## config.mk

```make
export PLATFORM = sky130hd
export DESIGN_NAME = spc_regs
export DESIGN_NICKNAME = d
export VERILOG_FILES = /design/src/rtl/spc_regs.v
export VERILOG_INCLUDE_DIRS = /design/src /design/src/rtl
export SDC_FILE = /design/constraint.sdc
export NUM_CORES = 1
export LEC_CHECK = 0
export BUFFER_PORTS_ARGS = -buffer_cell sky130_fd_sc_hd__clkbuf_2
export CAP_MARGIN = 15
export CORE_MARGIN = 2
export CORE_UTILIZATION = 51
export DETAILED_ROUTE_END_ITERATION = 7
export PLACE_DENSITY = 0.84
export SYNTH_ARGS = -nofsm -noshare
export SYNTH_HDL_FRONTEND = slang
export SYNTH_SLANG_ARGS = --single-unit
```

## constraint.sdc

```tcl
create_clock -name ref_clk -period 3.4 [get_ports ref_clk]
set_input_delay 0.34 -clock ref_clk [delete_from_list [all_inputs] [get_ports ref_clk]]
set_output_delay 0.34 -clock ref_clk [all_outputs]
set_load 0.05 [all_outputs]
```

## src/rtl/spc_defines.vh

```
/*
 serial port configuration bank: register offsets, field positions,
 reset values and neutral identity defaults.
 assumes an 8-bit register port with 12-bit addresses from the serial engine.
*/
`ifndef SPC_DEFINES_VH
`define SPC_DEFINES_VH

// register offsets
`define SPC_ADDR_CFG_A 12'h000
`define SPC_ADDR_CFG_B 12'h001
`define SPC_ADDR_CLASS 12'h003
`define SPC_ADDR_SER_LO 12'h004
`define SPC_ADDR_SER_HI 12'h005
`define SPC_ADDR_SIREV 12'h006
`define SPC_ADDR_IFVER 12'h00b
`define SPC_ADDR_VEND_LO 12'h00c
`define SPC_ADDR_VEND_HI 12'h00d
`define SPC_ADDR_COMMIT 12'h00f

// config a fields, each with its mirror
`define SPC_A_RESET 0
`define SPC_A_RESET_M 7
`define SPC_A_MSBF 1
`define SPC_A_MSBF_M 6
`define SPC_A_ASC 2
`define SPC_A_ASC_M 5

// config b fields
`define SPC_B_SINGLE 7
`define SPC_B_SPARE 6
`define SPC_B_RDBUF 5
`define SPC_B_HOLD 2

// commit field
`define SPC_C_COMMIT 0

// reset values and fixed fields
`define SPC_RST_BYTE 8'h00
`define SPC_RST_BIT 1'b0
`define SPC_RSV_LOW_NIB 4'hf
`define SPC_ZERO_NIB 4'h0
`define SPC_RSV_PAIR 2'b00
`define SPC_RSV_SEVEN 7'h00
`define SPC_MSB_FORCED 1'b1

// pointer step and identity slices
`define SPC_ADDR_STEP 12'h001
`define SPC_SER_LO_RANGE 3:0
`define SPC_SER_HI_RANGE 11:4
`define SPC_VEND_LO_RANGE 7:0
`define SPC_VEND_HI_RANGE 15:8

// neutral identity values (arbitrary)
`define SPC_ID_CLASS 4'h9
`define SPC_ID_SERIAL 12'h3a7
`define SPC_ID_VARIANT 4'h2
`define SPC_ID_REV 4'h3
`define SPC_ID_IFVER 8'h00
`define SPC_ID_VENDOR 16'h1234

`endif

```

## src/rtl/spc_regs.v

```verilog
/*
 serial port configuration register bank with transfer option outputs,
 soft reset pulses, buffered/active select and identification registers.
 assumes the serial protocol engine on ref_clk issues one-cycle write and
 read strobes with an address; read data and the stepped pointer are registered.
 active copies of other blocks' registers are loaded on the commit pulse.
*/
`timescale 1ns/1ns
`include "spc_defines.vh"

module spc_regs (
	input wire ref_clk,
	input wire rst,
	input wire i2c_mode,
	input wire wr_en,
	input wire rd_en,
	input wire [11:0] addr,
	input wire [7:0] wr_data,
	input wire [7:0] rd_data_ext,
	output wire [7:0] rd_data,
	output wire addr_step_up,
	output wire [11:0] addr_next,
	output wire msb_first,
	output wire stream_en,
	output wire read_buffered,
	output wire chip_reset,
	output wire map_reset,
	output wire commit_pulse
);

	// identity codes kept as parameters so that their bytes can be sliced
	localparam [11:0] SERIAL_CODE = `SPC_ID_SERIAL; // arbitrary value
	localparam [15:0] VENDOR_CODE = `SPC_ID_VENDOR; // arbitrary value

	// config a fields; each mirror pair shares one stored bit
	reg asc_q; // pointer direction, high steps up
	reg asc_d;
	reg msbf_q; // readback order, high sends msb first
	reg msbf_d;
	reg srst_q; // soft reset, lives for one cycle
	reg srst_d;
	// config b fields
	reg single_q; // single instruction, streaming off
	reg single_d;
	reg spare_q; // writable reserved bit, stored only
	reg spare_d;
	reg rdbuf_q; // read source select
	reg rdbuf_d;
	reg hold_q; // chip reset that keeps the map
	reg hold_d;
	// commit register
	reg commit_q; // commit bit, self-clearing
	reg commit_d;
	// registered data outputs
	reg [7:0] rd_data_q; // read byte, stands the cycle after the strobe
	reg [7:0] rd_data_d;
	reg [11:0] addr_next_q; // stepped pointer for the engine
	reg [11:0] addr_next_d;
	reg [7:0] rd_mux; // selected read byte
	// decode and read assembly
	wire map_clr; // map back to defaults
	wire wr_a; // write to config a
	wire wr_b; // write to config b
	wire wr_c; // write to commit register
	wire [7:0] cfg_a; // config a with mirrors
	wire [7:0] cfg_b; // config b with reserved zeros
	wire [7:0] cfg_c; // commit register with reserved zeros

	// soft reset also returns the map to defaults, one cycle after the write;
	// a write that lands in that cycle is lost, so the engine must leave a gap
	assign map_clr = rst | srst_q;

	// one write strobe per writable register; other offsets are ignored
	assign wr_a = wr_en && (addr == `SPC_ADDR_CFG_A);
	assign wr_b = wr_en && (addr == `SPC_ADDR_CFG_B);
	assign wr_c = wr_en && (addr == `SPC_ADDR_COMMIT);

	// direction: either the bit or its mirror sets it
	always @*
	begin
		asc_d = asc_q; // hold between writes
		if (wr_a)
		begin
			asc_d = wr_data[`SPC_A_ASC] | wr_data[`SPC_A_ASC_M];
		end
	end

	// direction register
	always @(posedge ref_clk)
	begin
		if (map_clr)
		begin
			asc_q <= `SPC_RST_BIT; // descending after reset
		end
		else
		begin
			asc_q <= asc_d;
		end
	end

	// bit order: either the bit or its mirror sets it
	always @*
	begin
		msbf_d = msbf_q; // hold between writes
		if (wr_a)
		begin
			msbf_d = wr_data[`SPC_A_MSBF] | wr_data[`SPC_A_MSBF_M];
		end
	end

	// bit order register
	always @(posedge ref_clk)
	begin
		if (map_clr)
		begin
			msbf_q <= `SPC_RST_BIT; // lsb first after reset
		end
		else
		begin
			msbf_q <= msbf_d;
		end
	end

	// soft reset: either bit sets it, and it clears itself next cycle
	always @*
	begin
		srst_d = `SPC_RST_BIT; // self-clearing
		if (wr_a)
		begin
			srst_d = wr_data[`SPC_A_RESET] | wr_data[`SPC_A_RESET_M];
		end
	end

	// soft reset register; map_clr clears it, so it cannot stick high
	always @(posedge ref_clk)
	begin
		if (map_clr)
		begin
			srst_q <= `SPC_RST_BIT;
		end
		else
		begin
			srst_q <= srst_d;
		end
	end

	// single instruction bit
	always @*
	begin
		single_d = single_q; // hold between writes
		if (wr_b)
		begin
			single_d = wr_data[`SPC_B_SINGLE];
		end
	end

	// single instruction register
	always @(posedge ref_clk)
	begin
		if (map_clr)
		begin
			single_q <= `SPC_RST_BIT; // streaming allowed after reset
		end
		else
		begin
			single_q <= single_d;
		end
	end

	// reserved but writable bit, kept so that it reads back
	always @*
	begin
		spare_d = spare_q; // hold between writes
		if (wr_b)
		begin
			spare_d = wr_data[`SPC_B_SPARE];
		end
	end

	// reserved bit register
	always @(posedge ref_clk)
	begin
		if (map_clr)
		begin
			spare_q <= `SPC_RST_BIT;
		end
		else
		begin
			spare_q <= spare_d;
		end
	end

	// read source bit
	always @*
	begin
		rdbuf_d = rdbuf_q; // hold between writes
		if (wr_b)
		begin
			rdbuf_d = wr_data[`SPC_B_RDBUF];
		end
	end

	// read source register
	always @(posedge ref_clk)
	begin
		if (map_clr)
		begin
			rdbuf_q <= `SPC_RST_BIT; // active copy after reset
		end
		else
		begin
			rdbuf_q <= rdbuf_d;
		end
	end

	// hold bit: chip stays in reset while it is set
	always @*
	begin
		hold_d = hold_q; // hold between writes
		if (wr_b)
		begin
			hold_d = wr_data[`SPC_B_HOLD];
		end
	end

	// hold register; the port reset, a soft reset or a config b write with the bit low clears it
	always @(posedge ref_clk)
	begin
		if (map_clr)
		begin
			hold_q <= `SPC_RST_BIT;
		end
		else
		begin
			hold_q <= hold_d;
		end
	end

	// commit bit lasts one cycle; a new write in that cycle wins
	always @*
	begin
		commit_d = `SPC_RST_BIT; // self-clearing
		if (wr_c)
		begin
			commit_d = wr_data[`SPC_C_COMMIT];
		end
	end

	// commit register
	always @(posedge ref_clk)
	begin
		if (map_clr)
		begin
			commit_q <= `SPC_RST_BIT;
		end
		else
		begin
			commit_q <= commit_d;
		end
	end

	// read byte is registered so the port sees a flop, at one cycle of latency
	always @*
	begin
		rd_data_d = `SPC_RST_BYTE; // idle bus reads zero
		if (rd_en)
		begin
			rd_data_d = rd_mux;
		end
	end

	// read data register; the port reset or a cycle without rd_en clears it, a soft reset does not
	always @(posedge ref_clk)
	begin
		if (rst)
		begin
			rd_data_q <= `SPC_RST_BYTE;
		end
		else
		begin
			rd_data_q <= rd_data_d;
		end
	end

	// pointer steps up when the direction bit is set, down when clear
	always @*
	begin
		if (asc_q)
		begin
			addr_next_d = addr + `SPC_ADDR_STEP; // ascending
		end
		else
		begin
			addr_next_d = addr - `SPC_ADDR_STEP; // descending, wraps at zero
		end
	end

	// stepped pointer follows addr every cycle, so it needs no reset
	always @(posedge ref_clk)
	begin
		addr_next_q <= addr_next_d;
	end

	// mirrors read back the same stored bit; reserved bits other than the spare bit read zero
	assign cfg_a = {srst_q, msbf_q, asc_q, `SPC_RSV_PAIR, asc_q, msbf_q, srst_q};
	assign cfg_b = {single_q, spare_q, rdbuf_q, `SPC_RSV_PAIR, hold_q, `SPC_RSV_PAIR};
	// commit bit reads high during its own pulse cycle
	assign cfg_c = {`SPC_RSV_SEVEN, commit_q};

	// read multiplexer; identity bytes are constants, so writes cannot move them
	always @*
	begin
		case (addr)
			`SPC_ADDR_CFG_A: rd_mux = cfg_a;
			`SPC_ADDR_CFG_B: rd_mux = cfg_b;
			`SPC_ADDR_CLASS: rd_mux = {`SPC_ZERO_NIB, `SPC_ID_CLASS};
			`SPC_ADDR_SER_LO: rd_mux = {SERIAL_CODE[`SPC_SER_LO_RANGE], `SPC_RSV_LOW_NIB};
			`SPC_ADDR_SER_HI: rd_mux = SERIAL_CODE[`SPC_SER_HI_RANGE];
			`SPC_ADDR_SIREV: rd_mux = {`SPC_ID_VARIANT, `SPC_ID_REV};
			`SPC_ADDR_IFVER: rd_mux = `SPC_ID_IFVER;
			`SPC_ADDR_VEND_LO: rd_mux = VENDOR_CODE[`SPC_VEND_LO_RANGE];
			`SPC_ADDR_VEND_HI: rd_mux = VENDOR_CODE[`SPC_VEND_HI_RANGE];
			`SPC_ADDR_COMMIT: rd_mux = cfg_c;
			// other registers come from the block that owns them,
			// which picks its copy from read_buffered
			default: rd_mux = rd_data_ext;
		endcase
	end

	// outputs
	assign rd_data = rd_data_q;
	assign addr_step_up = asc_q;
	assign addr_next = addr_next_q;
	// bit order has no effect in i2c mode, which always sends msb first
	assign msb_first = i2c_mode ? `SPC_MSB_FORCED : msbf_q;
	// engine must demand a new instruction per byte when low
	assign stream_en = ~single_q;
	assign read_buffered = rdbuf_q;
	// soft reset pulses a full reset; hold keeps the chip in reset
	assign chip_reset = srst_q | hold_q;
	// map is reset only by the soft reset, never by the hold
	assign map_reset = srst_q;
	// active copies elsewhere load on this one-cycle pulse
	assign commit_pulse = commit_q;

endmodule

```

# After elaboration in Yosys (flattened, before gate mapping)
# Cells that the tools add are included.
# word_totals
register_bits	28
latchBits	0
mem_bits_rw	0
mem_bits_ro	0
input_bits	33
out_inout_bits	27
word_cells	40
memories	0
# op_classes
add_sub_neg	2
multipliers	0
div_mod_pow	0
magnitude_cmp	0
n_eq_ne	9
shift	0
mux	3
bitwise	9
n_reduce_logical	7
# op_table
operator	count
case mux 8 bit (10 select lines)	1
equality test 12 x 4 -> 1 bit, second input constant	4
equality test 12 x 3 -> 1 bit, second input constant	3
adder 12 x 1 -> 12 bit, second input constant	1
equality test 12 x 1 -> 1 bit, second input constant	1
equality test 12 x 2 -> 1 bit, second input constant	1
zero test 12 bit	1
two-way mux 12 bit	1
subtractor 12 x 1 -> 12 bit, second input constant	1
OR reduction 2 bit	3
OR 1 bit	5
NOT 1 bit	4
logical AND 1 bit	3
two-way mux 1 bit	1

# Depth between registers and ports, before layout
# depth
depth_word	4
ltp_mapped	9
depth_no_buf	7

# Worst setup path before layout
# No wires, ideal clock.
# synth_timing
path_kind	reg2reg
startpoint	reg asc_q (netlist: addr_step_up)
endpoint	reg addr_next_q[10] (netlist: addr_next[10])
setup_time_ps	72
arrival_ps	1790
t_required_ps	3328
slack_ps	1539
stages_incl_launch_ff	6
n_path_buf	0
synth_period_minus_slack_ps	1861
cell_sequence	dfxtp_1 > or4b_2 > nor3_1 > a31oi_1 > a21oi_1 > xor2_1
# synth_via
elab_chain_len	1
# synth_lines
item	line_no	rtl
start, declared	spc_regs.v:36	reg asc_q;
start signal, assigned	spc_regs.v:93	asc_q <= `SPC_RST_BIT;
start signal, assigned	spc_regs.v:97	asc_q <= asc_d;
two-way mux 12 bit	spc_regs.v:288	if (asc_q)
via addr_next_d[10]	spc_regs.v:58	reg [11:0] addr_next_d;
end signal, assigned	spc_regs.v:301	addr_next_q <= addr_next_d;
end, declared	spc_regs.v:57	reg [11:0] addr_next_q;
# The timed path passes the listed nets, and every way through them passes these cells.
# A chain may end at the register's enable or synchronous reset.

# Final worst setup path
# Ends and elaborated chain as after synthesis.

==> impl_metrics.json <==
{
  "status": "complete, no violations",
  "finalClockSkew_ps": 1.67,
  "hp-class": "in -> reg",
  "setup_viol": 0,
  "gp_congestion": 0.790,
  "finalCritPeriodShare_pct": 57.6,
  "rsz0062_at_grt": "no",
  "first_pass_iters": 4,
  "io_pins": 60,
  "totalWireLength_microns": 2930,
  "clk-insertion-delay-late_ps": 320,
  "finalSetupTns_ps": 0,
  "drtAntennaViolNets": 0,
  "drive_above_1_share_pct": 31.5,
  "synth_flop_cell": "dfxtp_1",
  "worst_slack_ps": 1440,
  "place_area_sq_um": 1730,
  "yosysTopAreaCell": "dfxtp_1",
  "synth_seq_cells": 28,
  "final_area_sq_um": 1760,
  "crit_fanout": 16,
  "vias": 1333,
  "reg2reg_depth": 5,
  "nets": 261,
  "synth_edf_count": 0,
  "p_sw_share_pct": 30.3,
  "ys_warn_count": 0,
  "postCtsSetupBuffers": 0,
  "required_ps": 3670,
  "grt.total_usage_pct": 19.3,
  "core_area_sq_um": 2730,
  "grt_pass1_vias": 1141,
  "power_density_nw_per_um2": 366,
  "ir_drop_v": 0.000360,
  "start_util_pct": 53.4,
  "power_frac_clock_pct": 24.4,
  "max_freq_mhz": 511,
  "cts.sinks": 28,
  "io_buffers": 57,
  "chipWidth_microns": 57.5,
  "pwr-share-seq_pct": 53.4,
  "chipHeight_microns": 57.5,
  "antennaDiodeCount": 0,
  "fin_hold_ws_ps": 218,
  "dieArea_sq_um": 3300,
  "cts_buffer_depth": 2,
  "cts.repair.resized": 0,
  "seq_area_frac_synth_pct": 38.4,
  "synth_common_cells": "28 x dfxtp_1, 19 x nor2_1, 14 x nor3_1",
  "r2r_start": "addr_step_up",
  "dp_slack_ps": 1240,
  "arrival_ps": 2220,
  "r2r-end": "addr_next[10]",
  "max_stage_delay_ps": 780,
  "antenna_found_initial": 0,
  "synth.area.top_cells": "dfxtp_1 38%, mux2i_1 5.5%, nor2_1 4.9%, nor3_1 4.8%, ha_1 4.3%",
  "htreeDepth": 1,
  "yosys.area.top_type_share_pct": 38.4,
  "cpMaxStageDelayCell": "or4b_2",
  "drc": 0,
  "yosys.cell_types.count": 37,
  "syn_to_final_growth_pct": 20.8,
  "tritoncts": "yes",
  "worstSetupEndpoint": "addr_next[10]",
  "slew_violations": 0,
  "critPathLaunch": "addr_step_up",
  "crit_type": "reg -> reg",
  "cts_root_buf": "clkbuf_4",
  "rrSetupSlack_ps": 1440,
  "tightest_slew_ps": 579,
  "hold_violations": 0,
  "maxCapViolations": 0,
  "p_comb_share_pct": 22.1,
  "yosysMostFrequentCell": "dfxtp_1",
  "numCtsBuffers": 3,
  "p_leak_uw": 0.000808,
  "postSynthAreaPerCell_sq_um": 8.43,
  "grt_max_degree": 21,
  "min_period_ps": 1960,
  "cts_hold_buf": 0,
  "final_util_pct": 64.5,
  "maxSlewHeadroom_pct": 61.4,
  "rows": 19,
  "async_flop_share_pct": 0,
  "grt-ovfl-total": 0,
  "grt_pass1_wl_microns": 5060,
  "synth_nets": 211,
  "cp_cell_sequence": "or4b_2 > nor3_1 > a31oi_1 > a21oi_1 > xor2_1",
  "path_clk_slew_ps": 140,
  "synthesis.area_sq_um": 1460,
  "post-dp-hpwl_microns": 2290,
  "synthCells": 173,
  "drt_iter0_markers": 28,
  "wl_per_cell_microns": 11.6,
  "startpoint_type": "register",
  "vias_per_cell": 5.27,
  "p_int_uw": 450,
  "crit_path_end_kind": "register",
  "power.switching_uw": 196
}
-- critical path, delay by kind of cell (launching register included) --
| family | cells | cell delay, ps |
|---|---|---|
| AND/OR/NAND/NOR | 2 | 970 |
| flip-flops | 1 | 520 |
| AO/OA/AOI/OAI | 2 | 260 |
| XOR/XNOR | 1 | 150 |
-- layout make-up --
type / count / area [sq um]
tap: 31 / 38.8
multi-input combinational: 125 / 812
timing repair buffer: 57 / 285
clock buffer: 4 / 36.3
inverter: 8 / 30.0
sequential: 28 / 561
fill: 252 / 971
-- layout by cell type (no fill, tap or decap), types with 7 or more instances in the layout --
master / count
clkbuf_2: 57
dfxtp_1: 28
nand3_1: 8
nor2_1: 19
o21ai_0: 7
mux2i_1: 8
xnor2_1: 7
nand2_1: 8
inv_1: 8
nor3_1: 14
-- power groups by stage --
stage	Combinational [uW]	Sequential [uW]	Clock, uW
finish	143	345	158
global route	155	346	176
CTS	143	345	163
detailed placement	143	353	0
global placement	142	352	0
floorplan	50.8	402	0
-- kinds of logic (layout without fill, tap and decap cells) --
| kind of cell | after synthesis | after routing | synth area share (%) |
|---|---|---|---|
| buf+inv | 20 | 69 | 5.92 |
| mux | 8 | 8 | 5.49 |
| compound gates | 27 | 27 | 12.3 |
| xor+xnor | 11 | 11 | 6.60 |
| flops | 28 | 28 | 38.4 |
| fa+ha+maj | 5 | 5 | 4.29 |
| simple gates | 74 | 74 | 26.9 |
-- worst min-delay path by stage --
| stage | start | to | slack [ps] | cells after the start |
|---|---|---|---|---|
| 3_3_place_gp | spare_q | spare_q | 490 | 2 |
| 6_report | addr[0] | addr_next[0] | 220 | 2 |
| 5_1_grt | addr[10] | addr_next[10] | 200 | 2 |
| 2_1_floorplan | addr[0] | addr_next[0] | 400 | 1 |
| 4_1_cts | addr[10] | addr_next[10] | 210 | 2 |
| 3_5_place_dp | spare_q | spare_q | 510 | 2 |
-- registers in the layout (all words and copies together) (netlist names) --
signal and cells:
addr_step_up 1, hold_q 1, commit_pulse 1, single_q 1, rd_data 8, msbf_q 1, map_reset 1, addr_next 12
read_buffered 1, spare_q 1
-- stage by stage --
stage,power (uW),std cells
after CTS,651,253
after global routing,678,253
final,646,253
after detailed placement,496,249
after global placement,494,249
after floorplan,453,173
-- metal layers --
layer  up-vias  track usage (%)  routed length, microns
li1        703                -                       -
met1       591             27.6                    1370
met2        35             29.7                    1380
met3         4             3.85                     141
met4         0             4.98                      37
met5         -                0                       0
Note: power is estimated with default switching activity, not from simulation.
